<file path="src/design/rrc_map.svh">
// Offsets-free constants for the reset and initialization controller
`ifndef RRC_MAP_SVH
`define RRC_MAP_SVH
`define RRC_CLK_PERIOD_NS 10
`define RRC_STAB_MAX_NS   15000
`define RRC_STAB_CYCLES   ((`RRC_STAB_MAX_NS) / (`RRC_CLK_PERIOD_NS))
`define RRC_CA_W          24
`define RRC_CS_W          4
`define RRC_CS_IDLE       4'hF
`define RRC_CKE_RESET     2'h0
`define RRC_ODT_RESET     2'h0
`define RRC_QUAD_DEFAULT  1'h0
`endif

</file>
<file path="src/design/rrc_pkg.sv">
// Types shared by the reset and initialization controller
`include "rrc_map.svh"
package rrc_pkg;
  typedef enum logic [1:0] {
    RRC_ST_RESET,
    RRC_ST_BLOCKED,
    RRC_ST_STAB,
    RRC_ST_RUN
  } rrc_state_type;

  typedef struct packed {
    logic                    reset_n;
    logic                    clock_stable;
    logic                    four_select_mode_n;
    logic [`RRC_CS_W-1:0]    chip_select_inputs;
    logic                    clock_enable_input_0;
    logic                    clock_enable_input_1;
    logic [1:0]              termination_inputs;
    logic [`RRC_CA_W-1:0]    cmd_addr_inputs;
  } rrc_pins_in_type;

  typedef struct packed {
    logic [`RRC_CS_W-1:0]    chip_select_outputs;
    logic [1:0]              termination_outputs;
    logic                    side_a_clock_enable_out_0;
    logic                    side_a_clock_enable_out_1;
    logic                    side_b_clock_enable_out_0;
    logic                    side_b_clock_enable_out_1;
    logic [`RRC_CA_W-1:0]    cmd_addr_outputs;
  } rrc_pins_out_type;
endpackage

</file>
<file path="src/design/rrc_stab_timer.sv">
// Stabilization interval counter started on reset release
`include "rrc_map.svh"
module rrc_stab_timer #(
  parameter int CYCLES = `RRC_STAB_CYCLES
) (
  input  wire logic clk_sys,
  input  wire logic rst_n,
  input  wire logic clear,
  input  wire logic start,
  output logic      expired
);
  import rrc_pkg::*;

  localparam int CW = $clog2(CYCLES + 1);

  logic [CW-1:0] cnt_ff;
  logic [CW-1:0] nxt_cnt;
  logic          run_ff;
  logic          nxt_run;

  // Count down the interval, stop at zero
  always_comb begin
    nxt_cnt = cnt_ff;
    nxt_run = run_ff;
    if (clear) begin
      nxt_cnt = '0;
      nxt_run = 1'b0;
    end else if (start) begin
      nxt_cnt = CW'(CYCLES - 1);
      nxt_run = 1'b1;
    end else if (run_ff && cnt_ff != '0) begin
      nxt_cnt = cnt_ff - CW'(1);
    end else begin
      nxt_run = 1'b0;
    end
  end

  // Register the counter
  always_ff @(posedge clk_sys) begin
    if (!rst_n) begin
      cnt_ff <= '0;
      run_ff <= 1'b0;
    end else begin
      cnt_ff <= nxt_cnt;
      run_ff <= nxt_run;
    end
  end

  assign expired = run_ff && (cnt_ff == '0);
endmodule

</file>
<file path="src/design/rrc_reset_ctrl.sv">
// Reset, stabilization and output-state control of the clock driver
`include "rrc_map.svh"
// What this block and the controller driving it must do
// Controller holds reset low 200 us with stable power after power-up; the bench model holds it low at least 11 cycles.
// While reset is low, input receivers are disabled and their levels ignored.
// While reset is low, internal control registers return to defaults.
// In reset, four clock-enable outputs drive low; all other outputs float.
// While reset is low, device stays low power with termination removed.
// Before release, controller gives stable reference, clock, chip selects high.
// Controller holds both clock-enable inputs low through the stabilization interval.
// Forwarding starts only after release plus stabilization interval, at most 15 us.
// Controller always drives reset at a valid level once clock runs.
// Device is in reset state from power-up, outputs defined.
// Reset state is left only on a rising reset edge with stable clock.
// Reset entry clears state, floats outputs, clock enables go low.
// Chip-select top index is 1 normally and 3 in four-select mode.
// After release, termination outputs low until first clock edge, then follow.
// Controller asserts a soft reset for at least 100 ns.
// Stabilization is a cycle counter from release gating the forwarding path.
module rrc_reset_ctrl #(
  parameter int STAB_CYCLES = `RRC_STAB_CYCLES
) (
  input  wire logic                      clk_sys,
  input  wire logic                      rst_n,
  input  wire rrc_pkg::rrc_pins_in_type  pins_in,
  output rrc_pkg::rrc_pins_out_type      pins_out,
  output rrc_pkg::rrc_pins_out_type      pins_oe,
  output logic                           forwarded_clock_outputs_en,
  output logic                           low_power,
  output logic                           termination_enable,
  output logic                           forwarding_active
);
  import rrc_pkg::*;

  // Synchroniser stages for every pin input
  rrc_pins_in_type sync1_ff;
  rrc_pins_in_type sync2_ff;
  rrc_pins_in_type nxt_sync1;
  rrc_pins_in_type nxt_sync2;

  // Sequencer state
  rrc_state_type   state_ff;
  rrc_state_type   nxt_state;
  logic            reset_prev_ff;
  logic            nxt_reset_prev;
  logic            quad_ff;
  logic            nxt_quad;
  logic            first_edge_ff;
  logic            nxt_first_edge;

  // Output registers
  rrc_pins_out_type out_ff;
  rrc_pins_out_type nxt_out;
  rrc_pins_out_type oe_ff;
  rrc_pins_out_type nxt_oe;

  logic            rise;
  logic            in_reset;
  logic            stab_start;
  logic            stab_done;

  // Mapping of chip selects by mode
  function automatic logic [`RRC_CS_W-1:0] map_cs(input logic quad, input logic [`RRC_CS_W-1:0] cs);
    logic [`RRC_CS_W-1:0] r;
    r = cs;
    if (!quad) begin
      r = {cs[1:0], cs[1:0]};
    end
    return r;
  endfunction

  // Exactly one selected chip select is low
  function automatic logic one_selected(input logic quad, input logic [`RRC_CS_W-1:0] cs);
    logic [`RRC_CS_W-1:0] act;
    int                   n;
    act = ~cs;
    if (!quad) begin
      act[3:2] = 2'h0;
    end
    n = 0;
    for (int i = 0; i < `RRC_CS_W; i++) begin
      n = n + int'(act[i]);
    end
    return n == 1;
  endfunction

  // Two-flop synchronisers
  always_comb begin
    nxt_sync1 = pins_in;
    nxt_sync2 = sync1_ff;
  end

  always_ff @(posedge clk_sys) begin
    if (!rst_n) begin
      sync1_ff <= '0;
      sync2_ff <= '0;
    end else begin
      sync1_ff <= nxt_sync1;
      sync2_ff <= nxt_sync2;
    end
  end

  assign rise       = sync2_ff.reset_n && !reset_prev_ff;
  assign in_reset   = !sync2_ff.reset_n;
  assign stab_start = (state_ff == RRC_ST_RESET) && rise && sync2_ff.clock_stable;

  // Stabilization interval counter
  rrc_stab_timer #(
    .CYCLES (STAB_CYCLES)
  ) u_stab (
    .clk_sys (clk_sys),
    .rst_n   (rst_n),
    .clear   (in_reset),
    .start   (stab_start),
    .expired (stab_done)
  );

  // Sequencer next state
  always_comb begin
    nxt_state      = state_ff;
    nxt_reset_prev = sync2_ff.reset_n;
    nxt_quad       = quad_ff;
    nxt_first_edge = first_edge_ff;
    if (in_reset) begin
      nxt_state      = RRC_ST_RESET;
      nxt_quad       = `RRC_QUAD_DEFAULT;
      nxt_first_edge = 1'b0;
    end else begin
      case (state_ff)
        RRC_ST_RESET: begin
          if (stab_start) begin
            nxt_state      = RRC_ST_STAB;
            nxt_quad       = !sync2_ff.four_select_mode_n;
          end else if (rise) begin
            nxt_state = RRC_ST_BLOCKED;
          end
        end
        RRC_ST_BLOCKED: begin
          nxt_state = RRC_ST_BLOCKED;
        end
        RRC_ST_STAB: begin
          nxt_first_edge = 1'b1;
          if (stab_done) begin
            nxt_state = RRC_ST_RUN;
          end
        end
        RRC_ST_RUN: begin
          nxt_state = RRC_ST_RUN;
        end
        default: begin
          nxt_state = RRC_ST_RESET;
        end
      endcase
    end
  end

  always_ff @(posedge clk_sys) begin
    if (!rst_n) begin
      state_ff      <= RRC_ST_RESET;
      reset_prev_ff <= 1'b0;
      quad_ff       <= `RRC_QUAD_DEFAULT;
      first_edge_ff <= 1'b0;
    end else begin
      state_ff      <= nxt_state;
      reset_prev_ff <= nxt_reset_prev;
      quad_ff       <= nxt_quad;
      first_edge_ff <= nxt_first_edge;
    end
  end

  // Output values and enables per state
  always_comb begin
    nxt_out = out_ff;
    nxt_oe  = '0;
    nxt_oe.side_a_clock_enable_out_0 = 1'b1;
    nxt_oe.side_a_clock_enable_out_1 = 1'b1;
    nxt_oe.side_b_clock_enable_out_0 = 1'b1;
    nxt_oe.side_b_clock_enable_out_1 = 1'b1;
    if (in_reset || state_ff == RRC_ST_RESET || state_ff == RRC_ST_BLOCKED) begin
      nxt_out.chip_select_outputs       = `RRC_CS_IDLE;
      nxt_out.termination_outputs       = `RRC_ODT_RESET;
      {nxt_out.side_a_clock_enable_out_0, nxt_out.side_a_clock_enable_out_1} = `RRC_CKE_RESET;
      {nxt_out.side_b_clock_enable_out_0, nxt_out.side_b_clock_enable_out_1} = `RRC_CKE_RESET;
      nxt_out.cmd_addr_outputs          = '0;
    end else if (state_ff == RRC_ST_STAB) begin
      nxt_oe                            = '1;
      nxt_out.chip_select_outputs       = `RRC_CS_IDLE;
      nxt_out.side_a_clock_enable_out_0 = 1'b0;
      nxt_out.side_a_clock_enable_out_1 = 1'b0;
      nxt_out.side_b_clock_enable_out_0 = 1'b0;
      nxt_out.side_b_clock_enable_out_1 = 1'b0;
      nxt_out.termination_outputs       = first_edge_ff ? sync2_ff.termination_inputs : `RRC_ODT_RESET;
    end else begin
      nxt_oe                            = '1;
      nxt_out.termination_outputs       = sync2_ff.termination_inputs;
      nxt_out.side_a_clock_enable_out_0 = sync2_ff.clock_enable_input_0;
      nxt_out.side_b_clock_enable_out_0 = sync2_ff.clock_enable_input_0;
      nxt_out.side_a_clock_enable_out_1 = sync2_ff.clock_enable_input_1;
      nxt_out.side_b_clock_enable_out_1 = sync2_ff.clock_enable_input_1;
      nxt_out.chip_select_outputs       = `RRC_CS_IDLE;
      if (one_selected(quad_ff, sync2_ff.chip_select_inputs)) begin
        nxt_out.chip_select_outputs = map_cs(quad_ff, sync2_ff.chip_select_inputs);
        nxt_out.cmd_addr_outputs    = sync2_ff.cmd_addr_inputs;
      end
    end
  end

  always_ff @(posedge clk_sys) begin
    if (!rst_n) begin
      out_ff <= '0;
      out_ff.chip_select_outputs <= `RRC_CS_IDLE;
      oe_ff  <= '0;
    end else begin
      out_ff <= nxt_out;
      oe_ff  <= nxt_oe;
    end
  end

  // Clock enables are driven even before reset release
  always_comb begin
    pins_oe = oe_ff;
    pins_oe.side_a_clock_enable_out_0 = 1'b1;
    pins_oe.side_a_clock_enable_out_1 = 1'b1;
    pins_oe.side_b_clock_enable_out_0 = 1'b1;
    pins_oe.side_b_clock_enable_out_1 = 1'b1;
  end

  assign pins_out                   = out_ff;
  assign forwarded_clock_outputs_en = (state_ff == RRC_ST_STAB) || (state_ff == RRC_ST_RUN);
  assign low_power                  = (state_ff == RRC_ST_RESET) || (state_ff == RRC_ST_BLOCKED);
  assign termination_enable         = !low_power;
  assign forwarding_active          = (state_ff == RRC_ST_RUN);
endmodule

</file>
<file path="config.mk">
export PLATFORM = sky130hd
export DESIGN_NAME = rrc_reset_ctrl
export DESIGN_NICKNAME = d
export VERILOG_FILES = /design/src/design/rrc_pkg.sv /design/src/design/rrc_stab_timer.sv /design/src/design/rrc_reset_ctrl.sv
export VERILOG_INCLUDE_DIRS = /design/src /design/src/design
export SDC_FILE = /design/constraint.sdc
export NUM_CORES = 1
export LEC_CHECK = 0
export BUFFER_PORTS_ARGS = -buffer_cell sky130_fd_sc_hd__buf_2
export CORE_MARGIN = 2
export CORE_UTILIZATION = 52
export DETAILED_ROUTE_END_ITERATION = 7
export GPL_ROUTABILITY_DRIVEN = 0
export PLACE_DENSITY_LB_ADDON = 0.15
export SYNTH_ARGS = -nofsm -noshare
export SYNTH_HDL_FRONTEND = slang
export SYNTH_HIERARCHICAL = 1
export SYNTH_SLANG_ARGS = --single-unit
</file>
<file path="constraint.sdc">
create_clock -name clk_sys -period 2.6 [get_ports clk_sys]
set_input_delay 0.39 -clock clk_sys [delete_from_list [all_inputs] [get_ports clk_sys]]
set_output_delay 0.39 -clock clk_sys [all_outputs]
set_load 0.02 [all_outputs]
</file>
After elaboration in Yosys (flattened, before gate mapping) --
Cells that the tools add are included. Widths: inputs -> output; s select.
Operators by class: add/subtract/negate cells 4, equal/unequal tests 7, muxes and demuxes 15, bitwise logic cells 5, reduce and logical (&&, ||, !) cells 25
Operator list (number):
- $mux 34 | 1
- $mux 11 | 2
- $mux 2 | 7
- $logic_not 11->1 | 1
- $reduce_bool 11->1 | 1
- $sub 11x1->11 const B | 1
- $pmux 2 s4 | 1
- $reduce_and 2->1 | 4
- $mux 6 | 1
- $reduce_or 3->1 | 2
- $logic_and 1x1->1 | 5
- $add 3x1->4 | 1
- $eq 2x2->1 const B | 2
- $eq 4x1->1 const B | 1
- $logic_not 1->1 | 4
- $logic_or 1x1->1 | 4
- $mux 4 | 1
- $ne 2x2->1 const B | 2
- $not 1->1 | 4
- $not 4->4 | 1
- $reduce_or 4->1 | 1
- $add 2x1->3 | 1
- $ne 3x3->1 const B | 1
- $add 1x1->2 | 1
- 5 further kinds | 6
Storage, ports and cells: register bits after elaboration 149, input bits 37, output and inout port bits 72

Logic depth before layout (Yosys ltp) --
depth after elaboration 9, depth in mapped cells 10

Modules after synthesis --
Netlist, hierarchy kept.
By module, submodules not included:
- rrc_reset_ctrl | instances 1, cells an instance 349, area an instance 3719.8 µm²
- rrc_stab_timer | instances 1, cells an instance 71, area an instance 611.8 µm²

Least setup slack after synthesis --
No wires, ideal clock.
path kind register -> register, start reg quad_ff, end reg out_ff, in the netlist pins_out[5], data arrival time 2233 ps, path slack 243 ps, stages on the path, launching flop included 11, cell sequence dfxtp_1 nand2b_1 fa_1 inv_1 ha_1 ha_1 or3b_1 buf_2 buf_6 o21ai_0 a21boi_0
Between the ends: word-level cells in the longest chain between the ends 7
Ends and longest elaborated chain:
- start, declared | line rrc_reset_ctrl.sv:46 | logic quad_ff;
- start signal, assigned | line rrc_reset_ctrl.sv:161 | quad_ff <= `RRC_QUAD_DEFAULT;
- start signal, assigned | line rrc_reset_ctrl.sv:166 | quad_ff <= nxt_quad;
- $mux 2 (*) | line rrc_reset_ctrl.sv:77 | if (!quad) begin
- $mux 2 (*) | line rrc_reset_ctrl.sv:185 | end else if (state_ff == RRC_ST_STAB) begin
- $mux 2 (*) | line rrc_reset_ctrl.sv:179 | if (in_reset || state_ff == RRC_ST_RESET || state_ff == RRC_ST_BLOCKED) begin
- $add 2x1->3 | line rrc_reset_ctrl.sv:82 | n = n + int'(act[i]);
- $add 3x1->4 (*) | line rrc_reset_ctrl.sv:82
- $eq 4x1->1 (*) | line rrc_reset_ctrl.sv:84 | return n == 1;
- $reduce_and 2->1 (no source line) (*)
- end signal, assigned | line rrc_reset_ctrl.sv:214 | out_ff <= nxt_out;
- end, declared | line rrc_reset_ctrl.sv:52 | rrc_pins_out_type out_ff;
Mark *: on every way between the ends. The rest lies on a longest branch, timed or not. The select of a mux whose other input is x is not followed. A chain may end at the register's enable or synchronous reset.

Worst setup path after layout --
start reg quad_ff, end reg out_ff, in the netlist pins_out[32]
Between the ends: word-level cells in the longest chain between the ends 8, elaborated cells between the ends (all ways) 9
Ends and longest elaborated chain (line):
- $mux 2 | rrc_reset_ctrl.sv:77
- $mux 2 | rrc_reset_ctrl.sv:185
- $mux 2 | rrc_reset_ctrl.sv:179
- $add 2x1->3 | rrc_reset_ctrl.sv:82
- $add 3x1->4 | rrc_reset_ctrl.sv:82
- $eq 4x1->1 | rrc_reset_ctrl.sv:84
- $not 1->1 (no source line)
- $reduce_or 4->1 (no source line)
Several ways; a longest one is shown, not always the timed one. The select of a mux whose other input is x is not followed.

==> reports/metrics.yaml <==
drtAntennaViolNets: 0
yosys.area.top_type_share: 0.555
slew_violations: 0
grt_pass1_vias: 2712
seqPwrFrac: 0.457
yosysSeqAreaShare: 0.555
vias: 2962
p_int_mw: 3.31
cp_data_required_time_ns: 2.95
ff2ff_path_depth: 9
tns_ns: 0
die_w_um: 95.3
synthXorXnorAreaFrac: 0.00404
numPortBuffers: 104
swShare: 0.206
max-cap-violations: 0
clkSinkCount: 120
cts_buffers: 17
htreeDepth: 4
cp-start-kind: "flip-flop"
worst-setup-path-type: "reg2reg"
antenna_found_initial: 0
cpPeakStageDelay_ns: 0.48
synth-compound-area-share: 0.104
outcome: "completed"
holdPathEnd: "nxt_sync2[31]"
fin_crit_ns: 2.45
clock_path_buffers: 2
placed_area_um2: 4660
crit_top_cell: "ha_1"
dp_hpwl_mm: 4.78
rrSetupSlack_ns: 0.15
num_rows: 33
clk_pin_slew_ns: 0.06
yosys_register_bits: 120
hp-class: "in2reg"
synthTopCellsByCount: "dfxtp_1, and2_1, buf_4"
synth_top_family_by_area: "simple AND/OR/NAND/NOR gates"
grt_max_degree: 51
wire_per_inst_um: 12.3
fin_nets: 533
crit_chain: "nand2b_1 -> fa_1 -> inv_1 -> ha_1 -> ha_1 -> or3b_1 -> buf_6 -> nor2_4 -> o211ai_1"
netlist-cell-type-count: 51
cts_tree: "built"
die-area_um2: 9080
p_comb_frac: 0.026
worst-path-max-fanout: 25
hp-start: "pins_in[31]"
drive_gt1_frac: 0.309
ctsHoldBuffers: 0
slew_headroom: 0.555
clk_latency_ns: 0.51
synth_edf_count: 0
hold_violations: 0
synthAdderAreaFrac: 0.0133
power_density_nw_per_um2: 798
worstMarginPinSlew_ns: 0.667
setup_viol: 0
fin_skew_ns: 0.00953
place_inst: 578
power.switching_mw: 0.859
drc: 0
avgSynthCellArea_um2: 10.3
cp-end-kind: "flip-flop"
max_freq_ghz: 0.409
ys_warn_count: 6
synth_area_leaders: "dfxtp_1, and2_1, buf_4"
stdcell_count: 610
timing.final.crit_share: 0.941
syn_area_um2: 4330
viasPerCell: 4.86
synthFlopType: "dfxtp_1"
insertedDiodeCount: 0
drt-initial-drc-count: 78
synthMuxAreaShare: 0.0107
gr-total-overflow: 0
arrival_ns: 2.79
async_flop_share: 0
drtPass1Iterations: 4
cts_root_buffer: "clkbuf_8"
grt_setup_unrepaired: "false"
core_um2: 8130
fin_area_um2: 5230
routed_wl_mm: 7.50
power.leakage_nw: 2.26
ios: 109
grt_pass1_wl_mm: 12.1
initial_core_util: 0.533
rr_endpoint: "pins_out[32]"
syn_to_final_growth_pct: 20.7
synth-simple-area-share: 0.214
vdd_drop_max_mv: 0.398
clkPwrFrac: 0.517
syn-instance-count: 420
crit_slowest_cell: "fa_1"
grt_use_total: 0.175
synth_area_leader_cell: "dfxtp_1"
die_h_um: 95.3
synth_most_common_cell: "dfxtp_1"
holdWs_ns: 0.0862
r2r-start: "quad_ff"
hold_path_depth: 2
==> what timing repair did <==
action | 4_1_cts | 5_1_grt
endpoints found under the setup margin | 0 | 14
buffers inserted | 0 | 0
hold endpoints to repair | 0 | 0
gates resized for setup | 0 | 4
==> cell type report <==
cell class	count	area, um^2
Clock buffer	22	473
Clock inverter	10	92.6
Fill cell	686	2900
Inverter	10	37.5
Multi-Input combinational cell	234	1520
Sequential cell	120	2400
Tap cell	105	131
Timing Repair Buffer	109	574
==> placed cells by master (no fill, tap or decap), types with 3 or more instances in the layout <==
master / count
buf_4: 3
nor2_1: 13
nand3_1: 27
clkinvlp_4: 4
o21ai_1: 4
and2_1: 70
and3_2: 3
o21ai_0: 22
conb_1: 4
clkbuf_16: 16
dfxtp_1: 120
nand2b_1: 4
inv_1: 9
nor3_1: 5
a21boi_0: 16
buf_2: 104
clkbuf_8: 5
nand2_1: 6
clkinv_2: 3
a21boi_1: 10
a21oi_1: 8
ha_1: 3
==> flip-flops by register name, summed over array words and instances (netlist names) <==
name	count
nxt_sync2	35
sync2_ff	34
pins_out	32
u_stab/cnt_ff	11
state_ff	2
first_edge_ff	1
nxt_reset_prev	1
pins_oe	1
quad_ff	1
reset_prev_ff	1
u_stab/run_ff	1
==> cells by family (layout without fill, tap and decap cells) <==
family | Yosys count | in the layout
flip-flops | 120 | 120
multiplexers | 4 | 4
other | 1 | 4
XOR/XNOR | 2 | 2
AND/OR/NAND/NOR | 150 | 150
AO/OA/AOI/OAI | 70 | 70
adder cells (fa/ha/maj) | 4 | 4
buffers and inverters | 69 | 151
==> worst max-delay path, delay by kind of cell, from the launching register on <==
family | cells | cell delay [ns]
buffers and inverters | 2 | 0.22
AO/OA/AOI/OAI | 1 | 0.10
flip-flops | 1 | 0.38
adder cells (fa/ha/maj) | 3 | 0.97
AND/OR/NAND/NOR | 3 | 0.61
==> per-stage QoR <==
step / power (mW) / utilization / worst slack (ns)
2_1_floorplan: 2.02 / - / 0.243
3_3_place_gp: 2.05 / 0.573 / 0.183
3_5_place_dp: 2.06 / 0.573 / 0.101
4_1_cts: 4.21 / 0.643 / 0.0724
5_1_grt: 4.31 / 0.643 / 0.00336
6_report: 4.17 / 0.643 / 0.154
==> how the worst max path moves through the flow <==
stage	start	to	slack [ns]
after global placement	quad_ff	pins_out[32]	0.18
after detailed placement	quad_ff	pins_out[32]	0.10
after floorplan	quad_ff	pins_out[5]	0.24
after global routing	quad_ff	pins_out[20]	0.003
after CTS	quad_ff	pins_out[17]	0.07
final	quad_ff	pins_out[32]	0.15
==> power groups by stage <==
stage / combinational [mW] / sequential [mW] / clock, mW
floorplan: 0.0767 / 1.94 / 0
global placement: 0.108 / 1.94 / 0
detailed placement: 0.111 / 1.94 / 0
CTS: 0.111 / 1.91 / 2.19
global route: 0.125 / 1.91 / 2.28
finish: 0.110 / 1.90 / 2.16
==> metal layers <==
metal / wire, um / global-route usage
met4: 74 / 0.0870
met1: 3470 / 0.208
met2: 3530 / 0.282
met5: 0 / 0
met3: 416 / 0.0593
Note: power is estimated with default switching activity, not from simulation.
